## config.mk

```make
export PLATFORM = sky130hd
export DESIGN_NAME = rmls_rate_match
export DESIGN_NICKNAME = d
export VERILOG_FILES = /design/src/logic/rmls_fifo.v /design/src/logic/rmls_lane_sync.v /design/src/logic/rmls_rate_match.v
export VERILOG_INCLUDE_DIRS = /design/src /design/src/logic
export SDC_FILE = /design/constraint.sdc
export NUM_CORES = 1
export LEC_CHECK = 0
export BUFFER_PORTS_ARGS = -buffer_cell sky130_fd_sc_hd__buf_2
export CAP_MARGIN = 40
export CORE_MARGIN = 3
export CORE_UTILIZATION = 50
export CTS_CLUSTER_DIAMETER = 100
export DETAILED_ROUTE_END_ITERATION = 10
export PLACE_DENSITY = 0.69
export SLEW_MARGIN = 20
export SYNTH_ARGS = -nofsm -noshare
export SYNTH_HDL_FRONTEND = slang
export SYNTH_SLANG_ARGS = --single-unit
```

## constraint.sdc

```tcl
create_clock -name clk_i -period 3.9 [get_ports clk_i]
set_input_delay 0.585 -clock clk_i [delete_from_list [all_inputs] [get_ports clk_i]]
set_output_delay 0.585 -clock clk_i [all_outputs]
set_load 0.1 [all_outputs]
```

## src/logic/rmls_consts.vh

```
/*
 * Constants of the rate-match and lane-sync block: 10-bit code groups,
 * lane-sync counts, flag timing and pulse lengths.
 * Assumes code groups arrive with bit a (first on the line) as bit 9.
 */
`ifndef RMLS_CONSTS_VH
`define RMLS_CONSTS_VH

// ----------------------------------------------------------------------
// Code groups, both running disparities
// ----------------------------------------------------------------------
`define RMLS_K285_N        10'h0fa
`define RMLS_K285_P        10'h305
`define RMLS_D162_N        10'h1b5
`define RMLS_D162_P        10'h245
`define RMLS_D22_N         10'h2d5
`define RMLS_D22_P         10'h125
`define RMLS_K297_N        10'h2e8
`define RMLS_K297_P        10'h117

// ----------------------------------------------------------------------
// Default control and skip patterns of the packet-interconnect matcher
// ----------------------------------------------------------------------
`define RMLS_CTRL1         `RMLS_K285_P
`define RMLS_SKIP1         `RMLS_K297_P
`define RMLS_CTRL2         `RMLS_K285_N
`define RMLS_SKIP2         `RMLS_K297_N

// ----------------------------------------------------------------------
// Lane sync counts
// ----------------------------------------------------------------------
`define RMLS_SYNC_COMMAS   8'd127
`define RMLS_SYNC_ERRS     2'd3
`define RMLS_SYNC_GOODS    8'd255

// ----------------------------------------------------------------------
// Timing
// ----------------------------------------------------------------------
`define RMLS_CLK_PERIOD_NS  4
`define RMLS_LINK_PERIOD_NS 48
`define RMLS_FLAG_LINK_CYC  2
`define RMLS_FLAG_CYC       ((`RMLS_FLAG_LINK_CYC * `RMLS_LINK_PERIOD_NS + `RMLS_CLK_PERIOD_NS - 1) / `RMLS_CLK_PERIOD_NS)
`define RMLS_RD_DIV         (`RMLS_LINK_PERIOD_NS / `RMLS_CLK_PERIOD_NS)
`define RMLS_PULSE_CYC      2'd2

`endif

```

## src/logic/rmls_fifo.v

```verilog
/*
 * Elastic storage of the rate matcher: flip-flop array with read and
 * write pointers and a fill level.
 * Assumes both ports sit on clk_i; writes when full are ignored.
 */
`timescale 1ns/100ps
`default_nettype none

module rmls_fifo #(
    parameter W  = 10,
    parameter AW = 4
) (
    input  wire          clk_i,
    input  wire          rst_i,
    input  wire          wr_en_i,
    input  wire [W-1:0]  wr_data_i,
    input  wire          rd_en_i,
    output wire [W-1:0]  rd_data_o,
    output wire          full_o,
    output wire          empty_o,
    output wire [AW:0]   level_o
);

    localparam DEPTH = 1 << AW;

    reg [W-1:0] mem_q [0:DEPTH-1];
    reg [AW:0]  wptr_q;
    reg [AW:0]  rptr_q;

    // ------------------------------------------------------------------
    // Status
    // ------------------------------------------------------------------
    assign level_o   = wptr_q - rptr_q;
    assign full_o    = (wptr_q[AW] != rptr_q[AW]) && (wptr_q[AW-1:0] == rptr_q[AW-1:0]);
    assign empty_o   = (wptr_q == rptr_q);
    assign rd_data_o = mem_q[rptr_q[AW-1:0]];

    // Storage, no reset needed on data
    always @(posedge clk_i) begin
        if (wr_en_i && !full_o) begin
            mem_q[wptr_q[AW-1:0]] <= wr_data_i;
        end
    end

    // Pointers
    always @(posedge clk_i) begin
        if (rst_i) begin
            wptr_q <= {(AW+1){1'b0}};
            rptr_q <= {(AW+1){1'b0}};
        end else begin
            if (wr_en_i && !full_o) begin
                wptr_q <= wptr_q + 1'b1;
            end
            if (rd_en_i && !empty_o) begin
                rptr_q <= rptr_q + 1'b1;
            end
        end
    end

endmodule

`default_nettype wire

```

## src/logic/rmls_lane_sync.v

```verilog
/*
 * Lane synchronisation state machine for both the gigabit and packet-interconnect modes.
 * Assumes one code group per sym_stb_i with its decoder error flag.
 */
`timescale 1ns/100ps
`default_nettype none
`include "rmls_consts.vh"

module rmls_lane_sync (
    input  wire        clk_i,
    input  wire        rst_i,
    input  wire        sym_stb_i,
    input  wire [9:0]  sym_i,
    input  wire        sym_err_i,
    output wire        sync_o
);

    localparam ST_LOSS = 1'b0;
    localparam ST_SYNC = 1'b1;

    reg       state_q;
    reg [7:0] comma_cnt_q;
    reg [7:0] good_cnt_q;
    reg [1:0] err_cnt_q;

    // Whole 10-bit comma only; short patterns never match
    wire comma = (sym_i == `RMLS_K285_N) || (sym_i == `RMLS_K285_P);

    assign sync_o = (state_q == ST_SYNC);

    // ------------------------------------------------------------------
    // Acquire on commas, lose on errors, heal on long good runs
    // ------------------------------------------------------------------
    always @(posedge clk_i) begin
        if (rst_i) begin
            state_q     <= ST_LOSS;
            comma_cnt_q <= 8'h00;
            good_cnt_q  <= 8'h00;
            err_cnt_q   <= 2'h0;
        end else if (sym_stb_i) begin
            case (state_q)
                ST_LOSS: begin
                    if (sym_err_i) begin
                        comma_cnt_q <= 8'h00;
                    end else if (comma) begin
                        if (comma_cnt_q == `RMLS_SYNC_COMMAS - 8'd1) begin
                            state_q     <= ST_SYNC;
                            comma_cnt_q <= 8'h00;
                            err_cnt_q   <= 2'h0;
                            good_cnt_q  <= 8'h00;
                        end else begin
                            comma_cnt_q <= comma_cnt_q + 8'd1;
                        end
                    end
                end
                ST_SYNC: begin
                    if (sym_err_i) begin
                        good_cnt_q <= 8'h00;
                        if (err_cnt_q == `RMLS_SYNC_ERRS - 2'd1) begin
                            state_q   <= ST_LOSS;
                            err_cnt_q <= 2'h0;
                        end else begin
                            err_cnt_q <= err_cnt_q + 2'd1;
                        end
                    end else if (good_cnt_q == `RMLS_SYNC_GOODS - 8'd1) begin
                        good_cnt_q <= 8'h00;
                        if (err_cnt_q != 2'h0) begin
                            err_cnt_q <= err_cnt_q - 2'd1;
                        end
                    end else begin
                        good_cnt_q <= good_cnt_q + 8'd1;
                    end
                end
                default: begin
                    state_q <= ST_LOSS;
                end
            endcase
        end
    end

endmodule

`default_nettype wire

```

## src/logic/rmls_rate_match.v

```verilog
/*
 * Receive clock compensation: samples the recovered link clock and code
 * groups, tracks lane sync, and runs an elastic FIFO that adds or drops
 * idle sets (gigabit mode) or skip patterns (packet-interconnect mode).
 * Assumes rx_code_i changes away from the rising edge of rx_clk_i and is
 * stable for at least half a link period around it; fabric inputs are
 * on clk_i.
 */
`timescale 1ns/100ps
`default_nettype none
`include "rmls_consts.vh"

module rmls_rate_match #(
    parameter AW     = 4,
    parameter LO_LVL = 4,
    parameter HI_LVL = 12,
    parameter RD_DIV = `RMLS_RD_DIV
) (
    input  wire        clk_i,
    input  wire        sys_rst_i,
    input  wire        rx_clk_i,
    input  wire [9:0]  rx_code_i,
    input  wire        rx_code_err_i,
    input  wire        mode_srio_i,
    input  wire        srio_rm_en_i,
    input  wire        autoneg_en_i,
    input  wire        rx_logic_rst_i,
    output wire [9:0]  rx_sym_o,
    output wire        rx_sym_vld_o,
    output wire        sync_o,
    output wire        rm_del_o,
    output wire        rm_ins_o,
    output wire        rm_full_o,
    output wire        rm_empty_o
);

    localparam integer FLAG_CYC_I = `RMLS_FLAG_CYC;
    localparam [4:0]   FLAG_CYC   = FLAG_CYC_I[4:0];
    localparam integer RD_LAST_I  = RD_DIV - 1;
    localparam [7:0]   RD_LAST    = RD_LAST_I[7:0];
    localparam [AW:0]  LO_LEVEL   = LO_LVL;
    localparam [AW:0]  HI_LEVEL   = HI_LVL;

    // ------------------------------------------------------------------
    // Code group classes, used on both the write and read sides
    // ------------------------------------------------------------------
    function is_comma;
        input [9:0] c;
        begin
            is_comma = (c == `RMLS_K285_N) || (c == `RMLS_K285_P);
        end
    endfunction

    function is_idle2;
        input [9:0] c;
        begin
            is_idle2 = (c == `RMLS_D162_N) || (c == `RMLS_D162_P);
        end
    endfunction

    function is_cfg2;
        input [9:0] c;
        begin
            is_cfg2 = (c == `RMLS_D22_N) || (c == `RMLS_D22_P);
        end
    endfunction

    // Control pattern followed by its own skip pattern
    function is_ctl_skip;
        input [9:0] a;
        input [9:0] b;
        begin
            is_ctl_skip = ((a == `RMLS_CTRL1) && (b == `RMLS_SKIP1)) ||
                          ((a == `RMLS_CTRL2) && (b == `RMLS_SKIP2));
        end
    endfunction

    function is_ctl_or_skip;
        input [9:0] c;
        begin
            is_ctl_or_skip = (c == `RMLS_CTRL1) || (c == `RMLS_SKIP1) ||
                             (c == `RMLS_CTRL2) || (c == `RMLS_SKIP2);
        end
    endfunction

    // ------------------------------------------------------------------
    // Link sampling: two flops before any logic, then edge detect
    // ------------------------------------------------------------------
    reg [2:0] lclk_q;
    reg [9:0] code_s1_q;
    reg [9:0] code_s2_q;
    reg       err_s1_q;
    reg       err_s2_q;

    wire rst     = sys_rst_i | rx_logic_rst_i;
    wire sym_stb = lclk_q[1] & ~lclk_q[2];

    // Link clock is only sampled; the write side moves on its rising edges
    always @(posedge clk_i) begin
        if (sys_rst_i) begin
            lclk_q    <= 3'h0;
            code_s1_q <= 10'h000;
            code_s2_q <= 10'h000;
            err_s1_q  <= 1'b0;
            err_s2_q  <= 1'b0;
        end else begin
            lclk_q    <= {lclk_q[1:0], rx_clk_i};
            code_s1_q <= rx_code_i;
            code_s2_q <= code_s1_q;
            err_s1_q  <= rx_code_err_i;
            err_s2_q  <= err_s1_q;
        end
    end

    // ------------------------------------------------------------------
    // Lane sync and matcher enable
    // ------------------------------------------------------------------
    wire lane_sync;

    rmls_lane_sync u_sync (
        .clk_i     (clk_i),
        .rst_i     (rst),
        .sym_stb_i (sym_stb),
        .sym_i     (code_s2_q),
        .sym_err_i (err_s2_q),
        .sync_o    (lane_sync)
    );

    assign sync_o = lane_sync;

    // Matcher idles until sync; packet mode also needs its enable
    wire rm_act = lane_sync & (~mode_srio_i | srio_rm_en_i);

    // ------------------------------------------------------------------
    // FIFO
    // ------------------------------------------------------------------
    wire          wr_en;
    wire          rd_en;
    wire [9:0]    rd_data;
    wire          fifo_full;
    wire          fifo_empty;
    wire [AW:0]   level;
    reg  [9:0]    hold_q;
    reg           hold_vld_q;
    reg           del_clu_q;

    rmls_fifo #(
        .W  (10),
        .AW (AW)
    ) u_fifo (
        .clk_i     (clk_i),
        .rst_i     (rst),
        .wr_en_i   (wr_en),
        .wr_data_i (hold_q),
        .rd_en_i   (rd_en),
        .rd_data_o (rd_data),
        .full_o    (fifo_full),
        .empty_o   (fifo_empty),
        .level_o   (level)
    );

    // Thresholds leave room for 200 ppm drift over the longest frame
    wire lvl_high = (level >= HI_LEVEL);
    wire lvl_low  = (level <  LO_LEVEL);

    // ------------------------------------------------------------------
    // Write side: one symbol held back so a pair can be dropped whole
    // ------------------------------------------------------------------
    // Gigabit: drop both symbols of an idle set, or a config head
    wire gige_del = rm_act & ~mode_srio_i & lvl_high & hold_vld_q & is_comma(hold_q) &
                    (is_idle2(code_s2_q) | (autoneg_en_i & is_cfg2(code_s2_q)));
    // Packet mode: drop only the skip, once per cluster
    wire srio_del = rm_act & mode_srio_i & lvl_high & hold_vld_q & ~del_clu_q &
                    is_ctl_skip(hold_q, code_s2_q);
    wire del_evt  = sym_stb & (gige_del | srio_del);

    assign wr_en = sym_stb & hold_vld_q & ~gige_del & ~srio_del;

    always @(posedge clk_i) begin
        if (rst) begin
            hold_q     <= 10'h000;
            hold_vld_q <= 1'b0;
            del_clu_q  <= 1'b0;
        end else if (sym_stb) begin
            if (gige_del) begin
                hold_vld_q <= 1'b0;
            end else if (srio_del) begin
                del_clu_q  <= 1'b1;
            end else begin
                hold_q     <= code_s2_q;
                hold_vld_q <= 1'b1;
                if (!is_ctl_or_skip(code_s2_q)) begin
                    del_clu_q <= 1'b0;
                end
            end
        end
    end

    // ------------------------------------------------------------------
    // Read side: local symbol rate, with replay for insertion
    // ------------------------------------------------------------------
    reg [7:0] rd_cnt_q;
    reg [9:0] out_q;
    reg [9:0] prev_q;
    reg       out_vld_q;
    reg       stb_q;
    reg [9:0] ins_b_q;
    reg       ins_left_q;
    reg       ins_clu_q;

    wire rd_tick  = (rd_cnt_q == RD_LAST);
    wire gige_ins = rm_act & ~mode_srio_i & lvl_low & out_vld_q & is_comma(prev_q) &
                    (is_idle2(out_q) | (autoneg_en_i & is_cfg2(out_q)));
    wire srio_ins = rm_act & mode_srio_i & lvl_low & out_vld_q & ~ins_clu_q &
                    is_ctl_skip(prev_q, out_q);
    wire ins_go   = rd_tick & ~ins_left_q & (gige_ins | srio_ins);
    wire ins_evt  = ins_go;

    // Empty is reported only on a read tick where no automatic insert is due
    assign rd_en = rd_tick & ~ins_left_q & ~gige_ins & ~srio_ins;

    // Local symbol rate divider
    always @(posedge clk_i) begin
        if (rst) begin
            rd_cnt_q <= 8'h00;
        end else if (rd_tick) begin
            rd_cnt_q <= 8'h00;
        end else begin
            rd_cnt_q <= rd_cnt_q + 8'd1;
        end
    end

    // Output symbol register and insertion replay
    always @(posedge clk_i) begin
        if (rst) begin
            out_q      <= 10'h000;
            prev_q     <= 10'h000;
            out_vld_q  <= 1'b0;
            stb_q      <= 1'b0;
            ins_b_q    <= 10'h000;
            ins_left_q <= 1'b0;
            ins_clu_q  <= 1'b0;
        end else begin
            stb_q <= 1'b0;
            if (rd_tick) begin
                if (ins_left_q) begin
                    // Second symbol of a replayed idle set
                    prev_q     <= out_q;
                    out_q      <= ins_b_q;
                    stb_q      <= 1'b1;
                    ins_left_q <= 1'b0;
                end else if (gige_ins) begin
                    prev_q     <= out_q;
                    out_q      <= prev_q;
                    ins_b_q    <= out_q;
                    stb_q      <= 1'b1;
                    ins_left_q <= 1'b1;
                end else if (srio_ins) begin
                    prev_q    <= out_q;
                    stb_q     <= 1'b1;
                    ins_clu_q <= 1'b1;
                end else if (!fifo_empty) begin
                    prev_q    <= out_q;
                    out_q     <= rd_data;
                    out_vld_q <= 1'b1;
                    stb_q     <= 1'b1;
                    if (!is_ctl_or_skip(rd_data)) begin
                        ins_clu_q <= 1'b0;
                    end
                end else begin
                    out_vld_q <= 1'b0;
                end
            end
        end
    end

    assign rx_sym_o     = out_q;
    assign rx_sym_vld_o = stb_q;

    // ------------------------------------------------------------------
    // Event pulses and stretched full/empty flags
    // ------------------------------------------------------------------
    reg [1:0] del_cnt_q;
    reg [1:0] ins_cnt_q;
    reg [4:0] full_cnt_q;
    reg [4:0] empty_cnt_q;

    // Fabric sees every set: pulses last two clocks, sets are 2 symbols apart
    always @(posedge clk_i) begin
        if (rst) begin
            del_cnt_q <= 2'h0;
            ins_cnt_q <= 2'h0;
        end else begin
            if (del_evt) begin
                del_cnt_q <= `RMLS_PULSE_CYC;
            end else if (del_cnt_q != 2'h0) begin
                del_cnt_q <= del_cnt_q - 2'd1;
            end
            if (ins_evt) begin
                ins_cnt_q <= `RMLS_PULSE_CYC;
            end else if (ins_cnt_q != 2'h0) begin
                ins_cnt_q <= ins_cnt_q - 2'd1;
            end
        end
    end

    // Flags span at least two link periods, then clear without a reset
    always @(posedge clk_i) begin
        if (rst) begin
            full_cnt_q  <= 5'h00;
            empty_cnt_q <= 5'h00;
        end else begin
            if (sym_stb && hold_vld_q && fifo_full) begin
                full_cnt_q <= FLAG_CYC;
            end else if (full_cnt_q != 5'h00) begin
                full_cnt_q <= full_cnt_q - 5'd1;
            end
            if (rd_en && fifo_empty) begin
                empty_cnt_q <= FLAG_CYC;
            end else if (empty_cnt_q != 5'h00) begin
                empty_cnt_q <= empty_cnt_q - 5'd1;
            end
        end
    end

    assign rm_del_o   = (del_cnt_q != 2'h0);
    assign rm_ins_o   = (ins_cnt_q != 2'h0);
    assign rm_full_o  = (full_cnt_q != 5'h00);
    assign rm_empty_o = (empty_cnt_q != 5'h00);

    // Single lane only; grouping four lanes needs deskew outside.

endmodule

`default_nettype wire

```

# Word-level counts from Yosys, hierarchy flattened
# Memory sizes are Yosys's and may differ from the RTL's. A register that Yosys moved wholly into a read port is not among the register bits.
# Index checks and enable logic that the tools add are counted.
# totals
wordCells,243
ram_bits,160
out_inout_bits,16
regBits,122
memories,1
# classes
n_bitwise,47
muxes,56
magnitude_cmp,2
n_reduce_logical,54
addsub,12
eq_ne,41
# mem_list
memory,words,width,read_ports,rd_clocked_by_memory_dff,wr,line_no,rtl
u_fifo.mem_q,16,10,1,1,1,rmls_fifo.v:26,reg [W-1:0] mem_q [0:DEPTH-1];
# op_table
operator,n
equality test 10 bit (second input constant),11
2-to-1 mux 10 bit,8
equality test 10 x 9 -> 1 bit (second input constant),7
2-to-1 mux 8 bit,8
equality test 10 x 8 -> 1 bit (second input constant),4
bitwise AND 1 bit,30
adder 8 x 1 -> 8 bit (second input constant),3
2-to-1 mux 2 bit,11
2-to-1 mux 1 bit,20
2-to-1 mux 5 bit,4
one-hot mux 8 bit (2 select lines),1
nonzero test 2 bit,8
logical OR 1 bit,15
AND reduction 3 bit,5
OR reduction 2 bit,6
NOT 1 bit,11
adder 5 x 1 -> 5 bit (second input constant),2
logical AND 1 bit,10
nonzero test 5 bit,2
subtractor 5 x 1 -> 5 bit (second input constant),2
inequality test 3 bit (second input constant),3
equality test 8 x 4 -> 1 bit (second input constant),1
equality test 8 x 7 -> 1 bit (second input constant),1
equality test 8 bit (second input constant),1
other kinds (22),38

# Longest topological paths before layout
# Gate-level depths: netlist (run 1).
# logic_depth
depth_word,14
depth_mapped,13

# By module
# Synthesis (run 1) repeated with hierarchy kept, for this count alone.
# hier_totals
cells_unflattened,924
area_unflattened_um2,12044.1
# by_module_without_submodules
mod,instances,area_each_um2,cells_each,seq_area_each_um2
rmls_fifo,1,6847.8,352,5084.9
rmls_rate_match,1,3970.1,415,1861.8
rmls_lane_sync,1,1226.2,157,380.4

# Least setup slack after synthesis (run 1)
# No wires, ideal clock.
# synth_timing
kind,register to register
start,reg u_fifo.wptr_q[0]
end,mem u_fifo.mem_q[0][0] (enable)
t_arrival_ns,3.316
setup_time_ns,0.390
period_less_slack_ns,3.705
stages_incl_launch_ff,13
slack_ns,0.195
path_cell_list,dfxtp_1 > inv_1 > ha_1 > inv_1 > fa_1 > a21o_1 > a21oi_2 > mux2i_1 > nor3_2 > nor2_1 > nor3_1 > nand2_1 > nor3_1
# synth_via
elab_chain_len,12
# synth_rtl
item,line_no,rtl
"start, declared",rmls_fifo.v:27,reg [AW:0] wptr_q;
"start signal, assigned",rmls_fifo.v:48,wptr_q <= {(AW+1){1'b0}};
"start signal, assigned",rmls_fifo.v:52,wptr_q <= wptr_q + 1'b1;
subtractor 5 bit,rmls_fifo.v:33,assign level_o = wptr_q - rptr_q;
greater-or-equal comparator 5 x 4 -> 1 bit,rmls_rate_match.v:163,wire lvl_high = (level >= HI_LEVEL);
bitwise AND 1 bit (4 in a row),rmls_rate_match.v:170,wire gige_del = rm_act & ~mode_srio_i & lvl_high & hold_vld_q & is_comma(hold_q) &
NOT 1 bit (no source line),n/a,
bitwise AND 1 bit (2 in a row),rmls_rate_match.v:177,assign wr_en = sym_stb & hold_vld_q & ~gige_del & ~srio_del;
logical AND 1 bit,rmls_fifo.v:40,if (wr_en_i && !full_o) begin
2-to-1 mux 1 bit,rmls_fifo.v:40,
2-to-1 mux 1 bit (not written as such),rmls_fifo.v:41,mem_q[wptr_q[AW-1:0]] <= wr_data_i;
"end, declared",rmls_fifo.v:26,
# Several ways; a longest one is shown, not always the timed one.

# Worst setup path in the final report (run 1)
# layout_timing
start,reg u_fifo.wptr_q[0]
end,mem u_fifo.mem_q[3][0] (enable)
# Same word-level chain as after synthesis.

==> impl_summary.txt, run 1 <==
----------------------------------------------------
[Global route]
  Total routing resource utilization after global routing ... 17.96%
  Wire length of the first global-routing pass ... 36830 um
  GR Overflow Total ... 0
  Number of antenna violations at the first check in global routing ... 0
  Via count of the first global-routing pass ... 6873
  Maximum number of pins on one net before global-route repair ... 33

[CTS]
  Hold-fix buffers at CTS ... 0
  Source-to-sink clock delay at the later pin of the worst-skew pair ... 0.53 ns
  Clock Path Buffers ... 3
  Root buffer selected by CTS ... sky130_fd_sc_hd__clkbuf_16
  Clock tree sinks ... 286
  Buffers inserted during post-CTS setup optimization ... 0
  TritonCTS clock tree ... built
  Worst-path clk slew ... 0.06 ns
  Number of buffers inserted during clock tree synthesis ... 29
  Number of H-tree levels ... 1
  Count of instances resized after the clock tree is built ... 0

[STA]
  Fin. Hold Viols ... 0
  RSZ-0062 raised after global routing ... no
  Setup-violating endpoint count in the final report ... 0
  Upper clock frequency limit ... 0.2782 GHz
  Slew at the pin closest to its max-slew limit ... 0.7991 ns
  Clock tree skew after final layout ... ~0.0083 ns
  Remaining max-slew budget at the tightest pin ... 46.61%
  Number of max-slew violations in the final report ... 0
  Clock period minus worst slack ... 3.594 ns
  Sum of negative setup slack ... 0 ns
  Final clock period utilization by the worst path ... 92.15%

[Synthesis]
  Number of synthesized register bits ... between 200 and 300
  Post-synth top area share ... 40.61%
  Yosys warning total ... 0
  Area of the mapped netlist ... 11830 um2
  Synthesized instance count ... 917
  Number of flops mapped to enable cells by yosys ... 160
  Fraction of synthesis flops using an asynchronous set or reset pin ... 0%
  Post-synth top area cell ... sky130_fd_sc_hd__edfxtp_1
  Syn_area_per_cell ... around 13 um2
  Post-Syn Nets ... ~960
  Top area cells in the synthesized netlist ... sky130_fd_sc_hd__edfxtp_1 (41%), sky130_fd_sc_hd__dfxtp_1 (21%), sky130_fd_sc_hd__mux4_2 (7.6%), sky130_fd_sc_hd__nor2_1 (3.3%), sky130_fd_sc_hd__mux2i_1 (3.0%)
  Primary FF master, synth ... sky130_fd_sc_hd__edfxtp_1
  Sequential cell area fraction in the yosys report ... about three fifths
  Distinct cells, synth ... 65

[Layout]
  Fraction of final layout cells with drive strength greater than 1 ... 17.13%
  Area growth from synthesis to layout ... 12.99%
  Total area of multi-input combinational cells ... 4238 um2
  Final antenna diode count ... 0
  Storage cell area ... about 7300 um2
  Number of inserted filler cells in the final layout ... 1802
  Number of nets in the layout ... ~1000

[Min path]
  Hold Path End ... code_s1_q[7]
  Hold depth ... 2
  Type of the worst min-delay path ... in -> reg
  Hold path startpoint ... rx_code_i[7]

[Power and ir drop]
  Net switching fraction of the power ... 23.73%
  Part of the total power dissipated in the clock network ... about 40%
  Total Power ... 0.006403 W
  Worst supply voltage drop on vdd ... 0.2906 mV
  Combinational Power Share ... 9.0%
  Switch Pwr ... around 0.0015 W
  Power per cell area ... 479.1 nW/um2
  Internal Pwr Total ... around 0.0049 W
  Sequential share of power ... between 50% and 60%
  Static leakage power ... between 4 and 5 nW

[Place]
  GPL Wtd Cong ... 0.8183
  Detail Placement HPWL ... around 16000 um
  Port-buffer cells ... 33

[Critical path]
  Stage delay of the slowest cell on the critical path ... approximately 0.67 ns
  Destination of the worst register-to-register timing path ... u_fifo.mem_q[3][0]
  Crit. End Element ... flip-flop
  Cell family with the largest share of critical-path delay ... simple AND/OR/NAND/NOR gates
  Maximum fanout along the worst path ... 10
  Cell Chain, Critical Path ... inv_1 > ha_1 > inv_1 > fa_1 > xnor2_1 > nor3b_1 > o21a_1 > nor3_2 > nor2_1 > buf_4 > or4b_1 > nor3_1 > buf_4
  Data required, critical path ... 4.13 ns
  Worst Setup Path Type ... reg -> reg
  Critical path launch point type ... flip-flop
  Count of cells along the worst register-to-register path ... 13
  CP arrival ... roughly 3.8 ns
  Setup slack, reg-to-reg ... 0.31 ns
  RR Startpoint ... u_fifo.wptr_q[0]
  Master of the slowest instance on the critical path ... sky130_fd_sc_hd__or4b_1
  Buf/Inv on CP ... 4

[Routing]
  DRC errors left ... 0
  Via Count ... 7196
  Total iterations of the first detailed-routing run ... 5
  DR WL/cell ... 17.59 um
  Count of routing violations after the opening detailed-route iteration ... 536
  Detail Route Antenna Nets ... 0
  Via density per instance ... 5.489
  DRT Wirelength ... 23060 um

[Floorplan]
  # IOs ... 34
  Placeable core area ... 22920 um2
  Initial Utilization ... 51.62%
  Overall die height ... 159.8 um
  Full die area ... 25540 um2
  FP Rows ... 55
  Die width ... 159.8 um

[Flow run]
  Total of max-cap violations ... 0

[Outcome]
  Run status ... completed

----------------------------------------------------
[Yosys cell counts (all sizes together), types with 3 or more instances]
master   number
a211oi        3
a21oi        26
a22oi        21
and3          9
buf          19
clkbuf       21
dfxtp       126
edfxtp      160
ha           19
inv          19
mux2i        36
mux4         40
nand2        80
nand2b        8
nand3        19
nand3b        6
nand4        14
nand4b        3
nor2        103
nor2b        31
nor3         17
nor3b         4
nor4         13
nor4bb        3
o2111ai       3
o21a          5
o21ai        28
or2           7
or3           8
or4b          5
xnor2        15
xor2         18
[power groups by stage]
stage / logic (W) / clock network [W] / registers (W)
after floorplan: 0.000498 / 0 / 0.00329
after global placement: 0.000571 / 0 / 0.00329
after detailed placement: 0.000583 / 0 / 0.00329
after CTS: 0.000584 / 0.00265 / 0.00323
after global routing: 0.000640 / 0.00278 / 0.00324
final: 0.000578 / 0.00260 / 0.00323
[state kept, by name (all words and copies together) (netlist names), 5 cells and up, named ones only]
name / flops
code_s1_q: 10
code_s2_q: 10
empty_cnt_q: 5
full_cnt_q: 5
hold_q: 10
ins_b_q: 10
prev_q: 10
rd_cnt_q: 8
rx_sym_o: 10
u_fifo.mem_q: 160
u_fifo.rptr_q: 5
u_fifo.wptr_q: 5
u_sync.comma_cnt_q: 8
u_sync.good_cnt_q: 8
[per-stage QoR]
| step | util (%) | worst slack, ns | cell area, um2 | std cells | hold WS (ns) |
|---|---|---|---|---|---|
| 6_report | 58.33 | 0.3061 | 13370 | 1311 | 0.2631 |
| 5_1_grt | 58.33 | 0.1006 | 13370 | 1311 | 0.2519 |
| 4_1_cts | 58.26 | 0.2436 | 13350 | 1309 | 0.2378 |
| 3_5_place_dp | 54.35 | 0.2539 | 12460 | 1256 | 0.4204 |
| 3_3_place_gp | 54.13 | 0.3134 | 12400 | 1249 | 0.4187 |
| 2_1_floorplan | - | 0.1945 | 11830 | 917 | 0.4138 |
[layout by cell type, fill, tap and decap left out, types with 14 or more instances in the layout]
cell                        Yosys  routed
sky130_fd_sc_hd__a21oi_1       25      25
sky130_fd_sc_hd__a22oi_1       21      21
sky130_fd_sc_hd__buf_2          6      33
sky130_fd_sc_hd__buf_4          3      34
sky130_fd_sc_hd__clkbuf_16      0      29
sky130_fd_sc_hd__dfxtp_1      126     124
sky130_fd_sc_hd__edfxtp_1     160     160
sky130_fd_sc_hd__ha_1          19      19
sky130_fd_sc_hd__inv_1         19      19
sky130_fd_sc_hd__mux2i_1       36      36
sky130_fd_sc_hd__mux4_2        40      40
sky130_fd_sc_hd__nand2_1       80      80
sky130_fd_sc_hd__nand3_1       19      19
sky130_fd_sc_hd__nand4_1       14      14
sky130_fd_sc_hd__nor2_1       103     102
sky130_fd_sc_hd__nor2b_1       31      31
sky130_fd_sc_hd__nor3_1        16      15
sky130_fd_sc_hd__o21ai_0       25      25
sky130_fd_sc_hd__xnor2_1       15      15
sky130_fd_sc_hd__xor2_1        18      18
[metal layers]
layer  global-route usage [%]  vias up  part of all wire (%)
li1                         -     3496                     -
met4                    5.602        0                   2.9
met2                    28.06      201                    46
met3                    2.931       45                   5.9
met1                    26.08     3454                    45
met5                        0        -                     0
[logic make-up after synthesis]
| family | after synthesis | synth area share [%] |
|---|---|---|
| multiplexers | 77 | 10.76 |
| AND/OR/NAND/NOR | 338 | 14.47 |
| AO/OA/AOI/OAI | 104 | 5.870 |
| buffers and inverters | 59 | 2.348 |
| XOR/XNOR | 33 | 2.443 |
| flip-flops | 286 | 61.94 |
| adder cells (fa/ha/maj) | 20 | 2.179 |
[cell type report]
type                            instances  share of cell area [%]
Clock buffer                           37                   5.804
Clock inverter                         16                  0.8986
Inverter                               19                  0.5336
Multi-Input combinational cell        572                   31.70
Sequential cell                       286                   54.83
Tap cell                              313                   2.930
Timing Repair Buffer                   68                   3.295
[worst max path at each step]
stage                           startpoint                   to  slack, ns  depth (start not counted)
final                     u_fifo.wptr_q[0]   u_fifo.mem_q[3][0]       0.31                         13
after global routing      u_fifo.wptr_q[0]   u_fifo.mem_q[3][0]       0.10                         13
after CTS                 u_fifo.wptr_q[0]   u_fifo.mem_q[3][0]       0.24                         13
after detailed placement  u_fifo.wptr_q[0]   u_fifo.mem_q[8][4]       0.25                         13
after global placement    u_fifo.wptr_q[0]  u_fifo.mem_q[13][0]       0.31                         13
after floorplan           u_fifo.wptr_q[0]   u_fifo.mem_q[0][0]       0.19                         12
No activity file was read; power rests on OpenSTA's default activity.
==> run 2: changes to the inputs <==
==> constraint.sdc (replaced) <==
create_clock -name clk_i -period 3.9 [get_ports clk_i]
set_input_delay 0 -clock clk_i [delete_from_list [all_inputs] [get_ports clk_i]]
set_output_delay 0 -clock clk_i [all_outputs]
set_load 0.1 [all_outputs]
==> impl_summary.txt, run 2 (synthesis results as in run 1) <==
----------------------------------------------------
[Outcome]
  Run status ... completed

[STA]
  Final clock period utilization by the worst path ... 94.09%
  Upper clock frequency limit ... ~0.27 GHz
  Clock period minus worst slack ... around 3.7 ns
  Remaining max-slew budget at the tightest pin ... a little under half
  Setup-violating endpoint count in the final report ... 0
  RSZ-0062 raised after global routing ... no
  Clock tree skew after final layout ... 0.01394 ns
  Slew at the pin closest to its max-slew limit ... 0.7899 ns
  Sum of negative setup slack ... 0 ns
  Fin. Hold Viols ... 0
  Number of max-slew violations in the final report ... 0

[Layout]
  Most common cell after layout, fill and taps aside ... sky130_fd_sc_hd__edfxtp_1
  Area growth from synthesis to layout ... 16.51%
  Final antenna diode count ... 0
  Number of nets in the layout ... 1041
  Total area of multi-input combinational cells ... 4250 um2
  Top library cells by usage in the layout, fill and taps aside ... sky130_fd_sc_hd__edfxtp_1 (160), sky130_fd_sc_hd__dfxtp_1 (124), sky130_fd_sc_hd__nor2_1 (100), sky130_fd_sc_hd__nand2_1 (80), sky130_fd_sc_hd__mux4_2 (40)
  Finished layout cell area ... roughly 14000 um2
  Fraction of final layout cells with drive strength greater than 1 ... 17.95%
  Storage cell area ... between 7000 and 8000 um2
  Number of flip-flops under the largest register name ... 160
  Number of inserted filler cells in the final layout ... between 1500 and 2000

[Critical path]
  Critical path launch point type ... flip-flop
  Count of cells along the worst register-to-register path ... 13
  Maximum fanout along the worst path ... 10
  Destination of the worst register-to-register timing path ... u_fifo.mem_q[3][3]
  Origin of the worst setup path ... u_fifo.wptr_q[0]
  Data required, critical path ... just over 4 ns
  RR Startpoint ... u_fifo.wptr_q[0]
  Setup slack, reg-to-reg ... around 0.23 ns
  Crit. End Element ... flip-flop
  Worst Setup Path Type ... reg -> reg
  Capturing instance or port of the critical path ... u_fifo.mem_q[3][3]
  CP arrival ... 3.90 ns

[Power and ir drop]
  Internal Pwr Total ... ~0.0052 W
  Total Power ... 0.006719 W
  Part of the total power dissipated in the clock network ... 42.9%
  Net switching fraction of the power ... between 20 and 25%
  Combinational Power Share ... under 10%
  Power per cell area ... 487.5 nW/um2
  Worst supply voltage drop on vdd ... 0.3296 mV
  Sequential share of power ... 48.1%
  Static leakage power ... roughly 4.6 nW
  Switch Pwr ... 0.001546 W

[Floorplan]
  # IOs ... 34
  Die width ... 159.8 um
  FP Rows ... 55
  Placeable core area ... 22920 um2
  Initial Utilization ... around 52%
  Full die area ... about 26000 um2
  Overall die height ... 159.8 um

[Routing]
  DR WL/cell ... 18.17 um
  DRT Wirelength ... 24320 um
  DRC errors left ... 0
  Via Count ... 7444
  Detail Route Antenna Nets ... 0
  Count of routing violations after the opening detailed-route iteration ... 595
  Via density per instance ... 5.564
  Total iterations of the first detailed-routing run ... 5

[CTS]
  Clock Path Buffers ... 3
  TritonCTS clock tree ... built
  Root buffer selected by CTS ... sky130_fd_sc_hd__clkbuf_16
  Number of buffers inserted during clock tree synthesis ... 29
  Number of H-tree levels ... 1
  Worst-path clk slew ... approximately 0.060 ns
  Buffers inserted during post-CTS setup optimization ... 0
  Source-to-sink clock delay at the later pin of the worst-skew pair ... about 0.54 ns
  Clock tree sinks ... around 290

[Min path]
  Type of the worst min-delay path ... in -> reg

[Global route]
  Number of antenna violations at the first check in global routing ... 0
  GR Overflow Total ... 0
  Maximum number of pins on one net before global-route repair ... 34
  Wire length of the first global-routing pass ... between 30000 and 40000 um
  Via count of the first global-routing pass ... 7164
  Total routing resource utilization after global routing ... between 10% and 20%

[Flow run]
  Total of max-cap violations ... 0

[Place]
  GPL Wtd Cong ... roughly 0.83
  Post-Place Cell Area ... between 10000 and 15000 um2
  Port-buffer cells ... 33
  Detail Placement HPWL ... about 16000 um

----------------------------------------------------
[run 2: cell count changes in the layout (fill, tap and decap cells not counted), sizes merged]
cell | previous run | this run
bufinv | 2 | 4
clkbuf | 37 | 44
clkinvlp | 1 | 0
dlygate4sd3 | 0 | 27
clkinv | 13 | 5
[run 2: final cells by class]
class                           instances  area share, %
Tap cell                              313          2.841
Sequential cell                       286          53.18
Clock inverter                          9          1.053
Timing Repair Buffer                   95          5.247
Inverter                               19         0.5174
Multi-Input combinational cell        572          30.84
Clock buffer                           44          6.327
[run 2: timing repair]
action / in CTS / in global routing
setup endpoints to repair: 0 / 54
hold buffers: 27 / 0
endpoints found under the hold margin: 47 / 0
gates resized for setup: 0 / 3
[run 2: worst max-delay path, cell delays in order (launching register included)]
cell	delay, ns
sky130_fd_sc_hd__dfxtp_1	0.36
sky130_fd_sc_hd__inv_1	0.13
sky130_fd_sc_hd__ha_1	0.20
sky130_fd_sc_hd__inv_1	0.07
sky130_fd_sc_hd__fa_1	0.48
sky130_fd_sc_hd__a21o_1	0.21
sky130_fd_sc_hd__a21oi_2	0.18
sky130_fd_sc_hd__mux2i_1	0.11
sky130_fd_sc_hd__nor3_2	0.24
sky130_fd_sc_hd__nor2_1	0.11
sky130_fd_sc_hd__buf_4	0.17
sky130_fd_sc_hd__or4b_1	0.68
sky130_fd_sc_hd__nor3_1	0.19
sky130_fd_sc_hd__buf_4	0.23
[run 2: how the worst min path moves through the flow]
| stage | slack [ns] | end | from | cells after the start |
|---|---|---|---|---|
| after floorplan | 0.13 | code_s1_q[0] | rx_code_i[0] | 1 |
| after global placement | 0.21 | code_s1_q[6] | rx_code_i[6] | 2 |
| after detailed placement | 0.21 | code_s1_q[3] | rx_code_i[3] | 2 |
| after CTS | 0.02 | del_clu_q | mode_srio_i | 5 |
| after global routing | 0.06 | del_clu_q | mode_srio_i | 5 |
| final | 0.03 | del_clu_q | mode_srio_i | 5 |
[run 2: metal layers]
metal,GRT usage (%),wire [um],share of wire (%),vias to the layer above
li1,-,-,-,3552
met1,28.17,10960,45,3630
met2,29.73,11320,47,225
met3,3.424,1526,6.3,37
met4,5.247,500,2.1,0
met5,0,0,0,-
[run 2: per-stage QoR]
stage	utilization [%]	hold slack, ns	std cells	setup slack [ns]
4_1_cts	60.06	0.01748	1337	0.1638
2_1_floorplan	-	0.1282	917	0.1945
6_report	60.15	0.02763	1338	0.2305
3_3_place_gp	54.15	0.2092	1248	0.3038
5_1_grt	60.15	0.06069	1338	0.02802
3_5_place_dp	54.44	0.2135	1257	0.2633
[run 2: power by group through the flow]
| stage | Sequential [W] | Clock [W] | Combinational, W |
|---|---|---|---|
| finish | 0.00323 | 0.00288 | 0.000608 |
| detailed placement | 0.00330 | 0 | 0.000590 |
| CTS | 0.00323 | 0.00293 | 0.000611 |
| global route | 0.00324 | 0.00307 | 0.000672 |
| floorplan | 0.00329 | 0 | 0.000498 |
| global placement | 0.00329 | 0 | 0.000574 |
==> run 3: changes to the inputs <==
Settings changed: REMOVE_ABC_BUFFERS set to 1.
==> impl_summary.txt, run 3 (synthesis results as in run 1) <==
----------------------------------------------------
[Layout]
  Most common cell after layout, fill and taps aside ... sky130_fd_sc_hd__edfxtp_1
  Fraction of final layout cells with drive strength greater than 1 ... 17.07%
  Number of flip-flops under the largest register name ... 160
  Final antenna diode count ... 0
  Top library cells by usage in the layout, fill and taps aside ... sky130_fd_sc_hd__edfxtp_1 (160), sky130_fd_sc_hd__dfxtp_1 (124), sky130_fd_sc_hd__nor2_1 (102), sky130_fd_sc_hd__nand2_1 (80)
  Area growth from synthesis to layout ... 15.51%
  Post-route core utilization ... roughly three fifths
  Finished layout cell area ... 13660 um2
  Number of nets in the layout ... 1047
  Number of inserted filler cells in the final layout ... roughly 1800

[Critical path]
  Data required, critical path ... 4.14 ns
  Maximum fanout along the worst path ... 10
  Master of the slowest instance on the critical path ... sky130_fd_sc_hd__or4b_1
  Total number of cells along the worst setup path ... 13
  Cell Chain, Critical Path ... inv_1 > ha_1 > inv_1 > fa_1 > xnor2_1 > nor3b_1 > o21a_1 > nor3_2 > nor2_1 > buf_4 > or4b_1 > nor3_1 > buf_4
  Cell family with the largest share of critical-path delay ... simple AND/OR/NAND/NOR gates
  Crit. End Element ... flip-flop
  Critical path launch point type ... flip-flop
  CP arrival ... roughly 3.8 ns
  Stage delay of the slowest cell on the critical path ... 0.68 ns
  Worst Setup Path Type ... reg -> reg
  Buf/Inv on CP ... 4
  Count of cells along the worst register-to-register path ... 13

[Place]
  Port-buffer cells ... 33
  Detail Placement HPWL ... approximately 16000 um
  GPL Wtd Cong ... 0.7919
  Post-Place Cell Area ... 12490 um2

[CTS]
  Clock Path Buffers ... 3
  Root buffer selected by CTS ... sky130_fd_sc_hd__clkbuf_16
  Clock tree sinks ... 286
  Source-to-sink clock delay at the later pin of the worst-skew pair ... 0.54 ns
  Buffers inserted during post-CTS setup optimization ... 0
  Worst-path clk slew ... 0.06 ns
  Number of H-tree levels ... 1
  TritonCTS clock tree ... built
  Number of buffers inserted during clock tree synthesis ... 29

[Global route]
  Via count of the first global-routing pass ... 7197
  Layer with the highest usage after global routing ... met2
  Met3 Usage GRT ... 2.646%
  Maximum number of pins on one net before global-route repair ... 32
  Number of antenna violations at the first check in global routing ... 0
  M1 GR Usage ... 27.36%
  GR Overflow Total ... 0
  Wire length of the first global-routing pass ... just under 40000 um
  Global Route met2 Usage ... between 30% and 40%
  Total routing resource utilization after global routing ... approximately a fifth

[Routing]
  DRT Wirelength ... 23890 um
  DRC errors left ... 0
  Count of routing violations after the opening detailed-route iteration ... 511
  Total iterations of the first detailed-routing run ... 5
  DR WL/cell ... 17.78 um
  Detail Route Antenna Nets ... 0
  Via Count ... between 7000 and 8000
  Via density per instance ... 5.451

[STA]
  Clock period minus worst slack ... 3.565 ns
  Clock tree skew after final layout ... 0.009993 ns
  Number of max-slew violations in the final report ... 0
  RSZ-0062 raised after global routing ... no
  Sum of negative setup slack ... 0 ns
  Remaining max-slew budget at the tightest pin ... between 40% and 50%
  Fin. Hold Viols ... 0
  Final clock period utilization by the worst path ... 91.41%
  Slew at the pin closest to its max-slew limit ... 0.7964 ns
  Setup-violating endpoint count in the final report ... 0
  Upper clock frequency limit ... 0.2805 GHz

[Power and ir drop]
  Static leakage power ... about 4.5 nW
  Power per cell area ... 468.4 nW/um2
  Worst supply voltage drop on vdd ... 0.3779 mV

[Outcome]
  Run status ... completed

[Floorplan]
  Placeable core area ... 22920 um2
  Full die area ... 25540 um2
  # IOs ... 34
  FP Rows ... 55
  Overall die height ... approximately 160 um
  Initial Utilization ... 51.62%
  Die width ... roughly 160 um

[Min path]
  Hold depth ... 5
  Type of the worst min-delay path ... in -> reg

[Flow run]
  Total of max-cap violations ... 0

----------------------------------------------------
## run 3: changes by cell type in the layout (fill, tap and decap cells not counted), moves of 3 or more
cell / before / now
sky130_fd_sc_hd__clkinv_1: 0 / 5
sky130_fd_sc_hd__clkinv_2: 5 / 2
sky130_fd_sc_hd__clkbuf_1: 6 / 12
sky130_fd_sc_hd__bufinv_16: 4 / 1
sky130_fd_sc_hd__clkbuf_8: 9 / 3
sky130_fd_sc_hd__buf_4: 33 / 40
## run 3: layout make-up
type	count	area (um2)	share of cell area [%]
repair buffers	101	755.7	5.531
clock inverters	9	66.31	0.4853
flip-flops and latches	286	7330	53.64
multi-input cells	572	4238	31.01
inverters	19	71.32	0.5219
well taps	313	391.6	2.866
clock buffers	44	812.0	5.943
## run 3: layer usage
layer / vias to the layer above / share of wire [%]
li1: 3567 / -
met2: 156 / 47
met5: - / 0
met4: 0 / 2.1
met1: 3562 / 47
met3: 41 / 4.1
## run 3: tightest hold or removal path: cells and delay by family
kind	cells	cell delay, ns
AO/OA/AOI/OAI	1	0.05
buffers and inverters	1	0.10
AND/OR/NAND/NOR	3	0.33
## run 3: timing repair
action                                 4_1_cts  5_1_grt
endpoints found under the hold margin       32        0
hold buffers                                27        0
gates resized for setup                      0        0
## run 3: final timing paths
kind / from / end / slack, ns
min reg2reg: code_s1_q[7] / code_s2_q[7] / 0.43
max: u_fifo.wptr_q[0] / u_fifo.mem_q[3][9] / 0.33
min: mode_srio_i / del_clu_q / 0.01
max reg2reg: u_fifo.wptr_q[0] / u_fifo.mem_q[3][9] / 0.33
## run 3: power breakdown
part	total, W	internal (W)	switching (W)
sequential	0.00323	0.00320	0.0000292
combinational	0.000606	0.000179	0.000427
clock	0.00257	0.00149	0.00108
## run 3: per-stage QoR
stage	hold slack (ns)	total power [W]	worst slack, ns	instances
3_3_place_gp	0.2090	0.003869	0.3094	1252
6_report	0.01336	0.006401	0.3349	1344
5_1_grt	0.07142	0.006655	0.07630	1344
4_1_cts	0.01831	0.006467	0.2400	1340
2_1_floorplan	0.07161	0.003777	0.1945	877
3_5_place_dp	0.2130	0.003882	0.2936	1260
